## config.mk

```make
export PLATFORM = sky130hd
export DESIGN_NAME = cipher_mode_switch_ctrl
export DESIGN_NICKNAME = d
export VERILOG_FILES = /design/src/rtl/cipher_mode_pkg.sv /design/src/rtl/frame_iv_gen.sv /design/src/rtl/cipher_mode_switch_ctrl.sv
export VERILOG_INCLUDE_DIRS = /design/src /design/src/rtl
export SDC_FILE = /design/constraint.sdc
export NUM_CORES = 1
export LEC_CHECK = 0
export ABC_AREA = 1
export BUFFER_PORTS_ARGS = -buffer_cell sky130_fd_sc_hd__buf_4
export CAP_MARGIN = 10
export CORE_ASPECT_RATIO = 1.4
export CORE_MARGIN = 2
export CORE_UTILIZATION = 53
export CTS_BUF_LIST = sky130_fd_sc_hd__clkbuf_4
export DETAILED_ROUTE_END_ITERATION = 10
export PLACE_DENSITY = 0.94
export SYNTH_ARGS = -nofsm -noshare
export SYNTH_HDL_FRONTEND = slang
export SYNTH_SLANG_ARGS = --single-unit
```

## constraint.sdc

```tcl
create_clock -name i_clock -period 2.18 [get_ports i_clock]
set_input_delay 0.218 -clock i_clock [delete_from_list [all_inputs] [get_ports i_clock]]
set_output_delay 0.218 -clock i_clock [all_outputs]
set_load 0.01 [all_outputs]
```

## src/rtl/cipher_mode_map.svh

```systemverilog
`ifndef CIPHER_MODE_MAP_SVH
`define CIPHER_MODE_MAP_SVH

// Number of even-frame request transmissions before giving up.
`define REQ_ATTEMPTS 3'h5
`define FRAME_NUM_W 4
`define MFRAME_NUM_W 24
`define INIT_VALUE_W 35
`define KEY_W 64
`define LBN_FIRST 4'hf

`endif

```

## src/rtl/cipher_mode_pkg.sv

```systemverilog
package cipher_mode_pkg;
  typedef enum logic [2:0] {
    ST_IDLE = 3'b000,
    ST_REQ = 3'b001,
    ST_GRANT = 3'b010,
    ST_RELEASED = 3'b011
  } pt_state_t;

  typedef enum logic [1:0] {
    MSG_NONE = 2'b00,
    MSG_REQ = 2'b01,
    MSG_CONF = 2'b10,
    MSG_GRANT = 2'b11
  } mode_msg_t;
endpackage

```

## src/rtl/frame_iv_gen.sv

```systemverilog
`include "cipher_mode_map.svh"

module frame_iv_gen (
  input wire logic i_clock, // System clock.
  input wire logic i_rst_n, // Asynchronous reset, active low.
  input wire logic i_frame_start, // One-cycle pulse at each frame start.
  input wire logic [`FRAME_NUM_W-1:0] i_frame_num, // Frame number of this frame.
  input wire logic [`MFRAME_NUM_W-1:0] i_mframe_num, // Multiframe number.
  input wire logic i_load, // Frame will be ciphered.
  output logic [`INIT_VALUE_W-1:0] o_init_value, // Init value for the generator.
  output logic o_reload // Generator reload pulse.
);
  wire [`INIT_VALUE_W-1:0] next_init_value = {7'h00, i_mframe_num, i_frame_num};

  always_ff @(posedge i_clock or negedge i_rst_n) begin
    if (!i_rst_n) begin
      o_init_value <= '0;
      o_reload <= 1'b0;
    end else begin
      o_reload <= i_frame_start & i_load;
      if (i_frame_start & i_load) begin
        o_init_value <= next_init_value;
      end
    end
  end
endmodule

```

## src/rtl/cipher_mode_switch_ctrl.sv

```systemverilog
// What this block does
// - Repeat stop request every even frame
// - Start request from next even, five tries
// - No start confirm: release, indicate disconnect
// - Decrypt from frame carrying first start confirm
// - Discard received data while awaiting confirm
// - Grant next even frame, then encrypt
// - Stop request from next even, five tries
// - No stop confirm: release, indicate disconnect
// - Stop decrypting at first stop confirm
// - Discard received data while awaiting confirm
// - Stop grant next even, then clear
// - Bearer handover keeps key and mode
// - Connection handover shares key stream
// - Restart ciphering after handover completes
// - Mode messages clear, parity restricted
// - Only this end initiates switches
// - Reload generator each ciphered frame
`include "cipher_mode_map.svh"

module cipher_mode_switch_ctrl (
  input wire logic i_clock, // 125 MHz clock.
  input wire logic i_rst_n, // Asynchronous reset, active low.
  input wire logic i_conn_reset, // Connection reset from the MAC, pulse.
  input wire logic i_frame_start, // One-cycle pulse at each frame start.
  input wire logic [`FRAME_NUM_W-1:0] i_frame_num, // Frame number.
  input wire logic [`MFRAME_NUM_W-1:0] i_mframe_num, // Multiframe number.
  input wire logic i_cipher_switch_request, // Upper-layer switch request pulse.
  input wire logic i_handover_restart, // Handover done after a clear interlude.
  input wire logic i_bearer_handover, // New bearer being established, pulse.
  input wire cipher_mode_pkg::mode_msg_t i_rx_msg, // Mode message decoded in rx frame.
  input wire logic i_rx_msg_valid, // Pulse: i_rx_msg is valid.
  output cipher_mode_pkg::mode_msg_t o_tx_msg, // Mode message to send this frame.
  output logic o_tx_msg_clear, // Mode message goes out unciphered.
  output logic o_tx_encrypt, // Encrypt transmitted fields.
  output logic o_rx_decrypt, // Decrypt received fields.
  output logic o_rx_discard, // Discard received B-field and user T data.
  output logic o_cipher_switch_confirm, // Pulse: confirm received.
  output logic o_link_release_indication, // Pulse: connection released.
  output logic o_bearer_encrypt, // Mode applied to a new bearer.
  output logic [`INIT_VALUE_W-1:0] o_init_value, // Generator init value.
  output logic o_kstream_reload // Generator reload pulse.
);
  import cipher_mode_pkg::*;

  ////////////////////////////////////////////////////////////////////////////

  pt_state_t state;
  pt_state_t next_state;
  logic ciphered; // Mode in force on this connection.
  logic stopping; // Current exchange switches to clear.
  logic pending; // Request waits for the next even frame.
  logic [2:0] attempts;

  function automatic logic is_even(input logic [`FRAME_NUM_W-1:0] fn);
    return ~fn[0];
  endfunction

  wire even_frame = i_frame_start & is_even(i_frame_num);
  wire odd_frame = i_frame_start & ~is_even(i_frame_num);
  wire conf_seen = i_rx_msg_valid & (i_rx_msg == MSG_CONF);
  wire tries_used = (attempts == `REQ_ATTEMPTS);
  // A restart after handover reuses the normal start procedure.
  wire want_switch = i_cipher_switch_request | (i_handover_restart & ~ciphered);
  wire start_req = (state == ST_IDLE) & (pending | want_switch) & even_frame;
  // A confirm that lands on the give-up frame still wins, so no release then.
  wire give_up = (state == ST_REQ) & even_frame & tries_used & ~conf_seen;
  wire send_grant = (state == ST_GRANT) & even_frame;
  wire cipher_next = send_grant ? ~stopping : ciphered;
  // The generator also runs through the request window of a start, so the
  // frame that carries the confirm can be deciphered at once.
  wire kstream_load = cipher_next | (state == ST_REQ);

  always_comb begin
    next_state = state;
    unique case (state)
      ST_IDLE: if (start_req) next_state = ST_REQ;
      ST_REQ: begin
        if (conf_seen) next_state = ST_GRANT;
        else if (give_up) next_state = ST_RELEASED;
      end
      ST_GRANT: if (send_grant) next_state = ST_IDLE;
      ST_RELEASED: next_state = ST_RELEASED;
      default: next_state = ST_IDLE;
    endcase
  end

  ////////////////////////////////////////////////////////////////////////////

  always_ff @(posedge i_clock or negedge i_rst_n) begin
    if (!i_rst_n) begin
      state <= ST_IDLE;
      ciphered <= 1'b0;
      stopping <= 1'b0;
      pending <= 1'b0;
      attempts <= 3'h0;
    end else if (i_conn_reset) begin
      state <= ST_IDLE;
      ciphered <= 1'b0;
      stopping <= 1'b0;
      pending <= 1'b0;
      attempts <= 3'h0;
    end else begin
      state <= next_state;
      ciphered <= cipher_next;
      if (state == ST_IDLE && want_switch && !start_req) begin
        pending <= 1'b1;
      end else if (start_req) begin
        pending <= 1'b0;
      end
      if (start_req) begin
        stopping <= ciphered;
        attempts <= 3'h1;
      end else if (state == ST_REQ && even_frame && !tries_used && !conf_seen) begin
        attempts <= attempts + 3'h1;
      end
    end
  end

  // Message drive and transmit encryption come from flops and change only at a
  // frame start or a connection reset; receive handling follows the confirm and indications are pulses.
  wire resend = (state == ST_REQ) & even_frame & ~tries_used & ~conf_seen;
  wire tx_req = start_req | resend;
  wire leave_odd = even_frame & ~tx_req & ~send_grant;

  always_ff @(posedge i_clock or negedge i_rst_n) begin
    if (!i_rst_n) begin
      o_tx_msg <= MSG_NONE;
      o_tx_msg_clear <= 1'b1;
      o_tx_encrypt <= 1'b0;
      o_rx_decrypt <= 1'b0;
      o_rx_discard <= 1'b0;
      o_cipher_switch_confirm <= 1'b0;
      o_link_release_indication <= 1'b0;
      o_bearer_encrypt <= 1'b0;
    end else begin
      o_tx_msg_clear <= 1'b1;
      if (i_conn_reset || odd_frame || leave_odd) begin
        o_tx_msg <= MSG_NONE;
      end else if (tx_req) begin
        o_tx_msg <= MSG_REQ;
      end else if (send_grant) begin
        o_tx_msg <= MSG_GRANT;
      end
      if (i_conn_reset) begin
        o_tx_encrypt <= 1'b0;
      end else if (send_grant) begin
        o_tx_encrypt <= ~stopping;
      end
      if (i_conn_reset) begin
        o_rx_decrypt <= 1'b0;
      end else if (state == ST_REQ && conf_seen) begin
        o_rx_decrypt <= ~stopping;
      end
      o_rx_discard <= ~i_conn_reset & (start_req | (o_rx_discard & ~conf_seen));
      o_cipher_switch_confirm <= (state == ST_REQ) & conf_seen;
      o_link_release_indication <= give_up;
      if (i_bearer_handover) begin
        o_bearer_encrypt <= ciphered;
      end
    end
  end

  ////////////////////////////////////////////////////////////////////////////

  frame_iv_gen u_iv (
    .i_clock(i_clock),
    .i_rst_n(i_rst_n),
    .i_frame_start(i_frame_start),
    .i_frame_num(i_frame_num),
    .i_mframe_num(i_mframe_num),
    .i_load(kstream_load),
    .o_init_value(o_init_value),
    .o_reload(o_kstream_reload)
  );

  ////////////////////////////////////////////////////////////////////////////

  // Even frames seen while requesting; the give-up frame makes it five.
  int unsigned frames_in_req;
  always_ff @(posedge i_clock or negedge i_rst_n) begin
    if (!i_rst_n) frames_in_req <= 0;
    else if (state != ST_REQ) frames_in_req <= 0;
    else if (even_frame) frames_in_req <= frames_in_req + 1;
  end

  AST_REQ_ONLY_EVEN: assert property (@(posedge i_clock) disable iff (!i_rst_n)
    odd_frame |=> o_tx_msg == MSG_NONE) else $error("mode message in odd frame");
  AST_START_FIRST_REQ: assert property (@(posedge i_clock) disable iff (!i_rst_n)
    start_req && !i_conn_reset |=> o_tx_msg == MSG_REQ && state == ST_REQ)
    else $error("request not sent on even frame");
  AST_RELEASE_AFTER_FIVE: assert property (@(posedge i_clock) disable iff (!i_rst_n)
    give_up |=> o_link_release_indication && frames_in_req == 5)
    else $error("release not after five attempts");
  AST_DECRYPT_ON_CONF: assert property (@(posedge i_clock) disable iff (!i_rst_n)
    state == ST_REQ && conf_seen && !stopping && !i_conn_reset |=> o_rx_decrypt)
    else $error("decrypt not on confirm");
  AST_DISCARD_WINDOW: assert property (@(posedge i_clock) disable iff (!i_rst_n)
    state == ST_REQ && !conf_seen && !i_conn_reset |=> o_rx_discard)
    else $error("data kept while awaiting confirm");
  AST_GRANT_ENCRYPT: assert property (@(posedge i_clock) disable iff (!i_rst_n)
    send_grant && !stopping && !i_conn_reset |=> o_tx_msg == MSG_GRANT && o_tx_encrypt)
    else $error("grant frame not encrypted");
  AST_STOP_CLEAR: assert property (@(posedge i_clock) disable iff (!i_rst_n)
    send_grant && stopping && !i_conn_reset |=> !o_tx_encrypt)
    else $error("grant frame still encrypted on stop");
  AST_STOP_DECRYPT_OFF: assert property (@(posedge i_clock) disable iff (!i_rst_n)
    state == ST_REQ && conf_seen && stopping && !i_conn_reset |=> !o_rx_decrypt)
    else $error("decrypt not stopped on confirm");
  AST_CONFIRM_PULSE: assert property (@(posedge i_clock) disable iff (!i_rst_n)
    o_cipher_switch_confirm |-> $past(conf_seen && state == ST_REQ))
    else $error("stray confirm");
  AST_MSG_CLEAR: assert property (@(posedge i_clock) disable iff (!i_rst_n)
    o_tx_msg != MSG_NONE |-> o_tx_msg_clear) else $error("mode message ciphered");

  ////////////////////////////////////////////////////////////////////////////

  // Stop path, frame timing and key stream reloads. A missed reload would leave
  // both ends out of step without any visible error, hence the extra checks.
  AST_STOP_FIRST_REQ: assert property (@(posedge i_clock) disable iff (!i_rst_n)
    start_req && ciphered && !i_conn_reset |=> o_tx_msg == MSG_REQ && stopping)
    else $error("stop request not sent on even frame");
  AST_STOP_RELEASE: assert property (@(posedge i_clock) disable iff (!i_rst_n)
    give_up && stopping && !i_conn_reset |=> o_link_release_indication)
    else $error("no release after stop attempts");
  AST_RESEND_EVEN: assert property (@(posedge i_clock) disable iff (!i_rst_n)
    state == ST_REQ && even_frame && !tries_used && !conf_seen && !i_conn_reset
    |=> o_tx_msg == MSG_REQ) else $error("request not repeated");
  AST_CONF_ENDS_REQ: assert property (@(posedge i_clock) disable iff (!i_rst_n)
    state == ST_REQ && conf_seen && !i_conn_reset |=> state == ST_GRANT)
    else $error("confirm did not end requests");
  AST_GRANT_NEXT_EVEN: assert property (@(posedge i_clock) disable iff (!i_rst_n)
    state == ST_GRANT && even_frame && !i_conn_reset |=> o_tx_msg == MSG_GRANT)
    else $error("grant not sent on next even frame");
  AST_DISCARD_ENDS: assert property (@(posedge i_clock) disable iff (!i_rst_n)
    state == ST_REQ && conf_seen && !i_conn_reset |=> !o_rx_discard)
    else $error("data still discarded after confirm");
  AST_STOP_DISCARD: assert property (@(posedge i_clock) disable iff (!i_rst_n)
    start_req && ciphered && !i_conn_reset |=> o_rx_discard)
    else $error("data kept after stop request");
  AST_ENCRYPT_HOLDS: assert property (@(posedge i_clock) disable iff (!i_rst_n)
    o_tx_encrypt && !send_grant && !i_conn_reset |=> o_tx_encrypt)
    else $error("encryption dropped without grant");
  AST_CLEAR_HOLDS: assert property (@(posedge i_clock) disable iff (!i_rst_n)
    !o_tx_encrypt && !send_grant && !i_conn_reset |=> !o_tx_encrypt)
    else $error("encryption raised without grant");
  AST_DECRYPT_HOLDS: assert property (@(posedge i_clock) disable iff (!i_rst_n)
    o_rx_decrypt && !(state == ST_REQ && conf_seen) && !i_conn_reset |=> o_rx_decrypt)
    else $error("decryption dropped without confirm");
  AST_MSG_HOLDS: assert property (@(posedge i_clock) disable iff (!i_rst_n)
    !i_frame_start && !i_conn_reset |=> $stable(o_tx_msg))
    else $error("mode message changed inside a frame");
  AST_RELOAD_CIPHERED: assert property (@(posedge i_clock) disable iff (!i_rst_n)
    i_frame_start && ciphered && !send_grant |=> o_kstream_reload)
    else $error("ciphered frame without reload");
  AST_RELOAD_IN_WINDOW: assert property (@(posedge i_clock) disable iff (!i_rst_n)
    i_frame_start && state == ST_REQ |=> o_kstream_reload)
    else $error("no reload inside the request window");
  AST_GRANT_RELOAD: assert property (@(posedge i_clock) disable iff (!i_rst_n)
    send_grant && !stopping |=> o_kstream_reload)
    else $error("start grant frame not reloaded");
  AST_STOP_NO_RELOAD: assert property (@(posedge i_clock) disable iff (!i_rst_n)
    send_grant && stopping |=> !o_kstream_reload)
    else $error("stop grant frame still reloaded");
  AST_RELOAD_VALUE: assert property (@(posedge i_clock) disable iff (!i_rst_n)
    o_kstream_reload |-> o_init_value == {7'h00, $past(i_mframe_num), $past(i_frame_num)})
    else $error("wrong init value");
  AST_ATTEMPTS_CLEARED: assert property (@(posedge i_clock) disable iff (!i_rst_n)
    start_req && !i_conn_reset |=> attempts == 3'h1)
    else $error("attempt count not restarted");
  AST_IDLE_WAITS: assert property (@(posedge i_clock) disable iff (!i_rst_n)
    state == ST_IDLE && !start_req |=> state == ST_IDLE)
    else $error("switch started without a request");
  AST_RESTART_WHEN_CLEAR: assert property (@(posedge i_clock) disable iff (!i_rst_n)
    state == ST_IDLE && even_frame && i_handover_restart && !ciphered && !i_conn_reset
    |=> state == ST_REQ && !stopping) else $error("handover restart ignored");
  AST_BEARER_MODE: assert property (@(posedge i_clock) disable iff (!i_rst_n)
    i_bearer_handover |=> o_bearer_encrypt == $past(ciphered))
    else $error("new bearer took the wrong mode");
  AST_RELEASE_FROZEN: assert property (@(posedge i_clock) disable iff (!i_rst_n)
    state == ST_RELEASED && !i_conn_reset |=> state == ST_RELEASED && o_tx_msg == MSG_NONE)
    else $error("released link did not stay quiet");
  AST_RELEASE_PULSE: assert property (@(posedge i_clock) disable iff (!i_rst_n)
    o_link_release_indication |=> !o_link_release_indication)
    else $error("release indication longer than a cycle");
  AST_CONFIRM_ONE_CYCLE: assert property (@(posedge i_clock) disable iff (!i_rst_n)
    o_cipher_switch_confirm |=> !o_cipher_switch_confirm)
    else $error("confirm longer than a cycle");

  COV_START: cover property (@(posedge i_clock) disable iff (!i_rst_n)
    send_grant && !stopping);
  COV_STOP: cover property (@(posedge i_clock) disable iff (!i_rst_n)
    send_grant && stopping);
  COV_RELEASE: cover property (@(posedge i_clock) disable iff (!i_rst_n) give_up);
  COV_RESTART: cover property (@(posedge i_clock) disable iff (!i_rst_n)
    state == ST_IDLE && i_handover_restart && !ciphered);
  COV_LATE_CONF: cover property (@(posedge i_clock) disable iff (!i_rst_n)
    state == ST_REQ && conf_seen && tries_used);
endmodule

```

==> flow_summary.yaml <==
placed_design:
  numPortBuffers: 74
  placed_cells: 343
  gp_congestion: 0.865
  dpl_cell_area_um2: 2530
  hpwl_mm: 3.33
route:
  wl_mm: 4.55
  drtIter0Drc: 71
  wl_met3_um: 318
  drc: 0
  first_pass_iters: 4
  wl_met2_mm: 2.49
  highest_layer: "met4"
  routedWlPerCell_um: 12.9
  ant_nets: 0
  via_per_inst: 5.08
  met1_length_mm: 1.66
  vias: 1788
synth:
  synth_area_leaders: "dfrtp_1 (56%), nand2_1 (15%), nand3_1 (9.7%)"
  synth_seq_area_share: 0.561
  synth_area_um2: 2010
  synth.top_cell.area_share: 0.561
  synth_warnings: 0
  synthCells: 237
  synthDistinctLibCells: 19
  ys_seq_elements: 45
  syn_avg_cell_area_um2: 8.47
  synth_top_area_cell: "dfrtp_1"
final_layout:
  final_cells: 352
  nets: 349
  syn_to_final_growth_pct: 29.6
  final_design_area_no_fill_um2: 2600
  final_common_cell: "nand2_1"
  drive_above_1_share: 0.277
  final_cell_mix: "nand2_1 (81), buf_4 (76), dfrtp_1 (45)"
  diodes: 0
  fill_cells: 261
grt:
  grt_pass1_wl_mm: 7.84
  grt.total_usage: 0.229
  grt_max_degree: 46
  grt_pass1_vias: 1765
  antenna_found_initial: 0
  grt_overflow: 0
timing:
  period_share: 0.719
  whs_ns: 0.0293
  min_period_ns: 1.57
  drv_slew: 0
  fmax_mhz: 638
  tightestPinTransition_ns: 0.547
  hold_viol_final: 0
  rsz0062_at_grt: "no"
  slew_headroom: 0.636
  setup_viol: 0
  clock_skew_ns: 0.0111
  fin_setup_tns_ns: 0
floorplan:
  die-width_um: 56.0
  die_h_um: 76.8
  rows: 26
  initial_core_util: 0.551
  core_um2: 3640
  die_area_um2: 4300
  io_pins: 83
setup_path:
  worst-path-buf-inv: 3
  path_cells: "inv_1 > nand2_1 > inv_1 > nand2_1 > nand2_1 > nand3_1 > nand2_1 > buf_4 > nand2_1 > nand2_1"
  worstPathMaxFanout: 29
  start_kind: "flop"
  crit_top_cell: "nand2_1"
  critPathCaptureType: "flop"
  cpLargestDelayFamily: "simple AND/OR/NAND/NOR gates"
  arrival_ns: 1.88
  slowest_delay_ns: 0.40
  worstSetupPathType: "flop to flop"
  crit_path_top_delay_cell: "dfrtp_1"
  worstPathRequired_ns: 2.49
worst_hold_path:
  hold_class: "input port to flop"
clock_network:
  ctsResizeCount: 0
  numCtsBuffers: 5
  numClockSinks: 45
  cts.reportedPaths.clkPinSlew_ns: 0.13
  ctsHtreeMaxLevel: 2
  cts_buffer_depth: 2
  cts_setup_buffers: 0
  tritoncts: "yes"
  cts-root-buf: "clkbuf_4"
  worst_skew_pair.late_latency_ns: 0.36
pwr:
  cellLeakagePower_nw: 1.51
  power_density_nw_per_um2: 1170
  finalPower_mw: 3.03
  peakVddDrop_mv: 0.801
run:
  cap_violations: 0
run_status:
  status: "finished clean"
## power breakdown
part / internal, mW / switching, mW / total, mW
Clock: 0.139 / 0.271 / 0.410
Combinational: 0.582 / 0.727 / 1.31
Sequential: 1.13 / 0.181 / 1.32
## metrics by stage
stage	utilization	worst slack, ns
final	0.714	0.612
after global routing	0.714	0.373
after CTS	0.714	0.618
after detailed placement	0.695	0.556
after global placement	0.695	0.605
after floorplan	-	0.821
## cell families after synthesis
| logic type | Yosys count | synth area share |
|---|---|---|
| AO/OA/AOI/OAI | 11 | 0.0287 |
| flip-flops | 45 | 0.561 |
| XOR/XNOR | 1 | 0.00436 |
| AND/OR/NAND/NOR | 140 | 0.296 |
| other | 2 | 0.00374 |
| adder cells (fa/ha/maj) | 2 | 0.0125 |
| buffers and inverters | 36 | 0.0941 |
## worst paths after layout
| path | startpoint | to | slack, ns | depth (start not counted) |
|---|---|---|---|---|
| max | state[0] | u_iv.o_init_value[11] | 0.61 | 10 |
| min | i_bearer_handover | o_bearer_encrypt | 0.03 | 2 |
| max reg2reg | state[0] | u_iv.o_init_value[11] | 0.61 | 10 |
| min reg2reg | u_iv.o_init_value[10] | u_iv.o_init_value[10] | 0.49 | 2 |
| max in group asynchronous | i_rst_n | attempts[1] | 1.43 | 2 |
| min in group asynchronous | i_rst_n | u_iv.o_init_value[11] | 0.37 | 2 |
## final cells by class
| class | instances | area, um^2 | area share |
|---|---|---|---|
| multi-input combinational | 162 | 714 | 0.275 |
| inverter | 18 | 67.6 | 0.0260 |
| tap | 42 | 52.6 | 0.0202 |
| clock inverter | 2 | 15.0 | 0.00577 |
| timing repair buffer | 77 | 581 | 0.223 |
| sequential | 45 | 1130 | 0.433 |
| clock buffer | 6 | 45.0 | 0.0173 |
## Yosys cell counts, drive strengths merged
| library cell | instances |
|---|---|
| nand2 | 81 |
| dfrtp | 45 |
| nand3 | 39 |
| inv | 18 |
| buf | 15 |
| nor2 | 15 |
| a21oi | 8 |
| nand4 | 4 |
| clkbuf | 3 |
| conb | 2 |
| ha | 2 |
| o21ai | 2 |
| nand3b | 1 |
| o211ai | 1 |
| xor2 | 1 |
## routing by layer
metal / global-route usage / up-vias
li1: - / 879
met1: 0.266 / 831
met2: 0.402 / 70
met3: 0.0658 / 8
met4: 0.0714 / 0
met5: 0 / -
## registers in the layout, summed over array words and instances, names as in the netlist
name and count:
o_rx_decrypt 1, pending 1, o_rx_discard 1, stopping 1, u_iv.o_reload 1, u_iv.o_init_value 28, ciphered 1, attempts 3
o_tx_msg 2, o_link_release_indication 1, o_cipher_switch_confirm 1, o_bearer_encrypt 1, o_tx_encrypt 1, state 2
## timing repair
item	in CTS	in global routing
setup endpoints to repair	0	0
endpoints found under the hold margin	45	0
hold buffers	1	0
(Power assumes the default switching activity.)
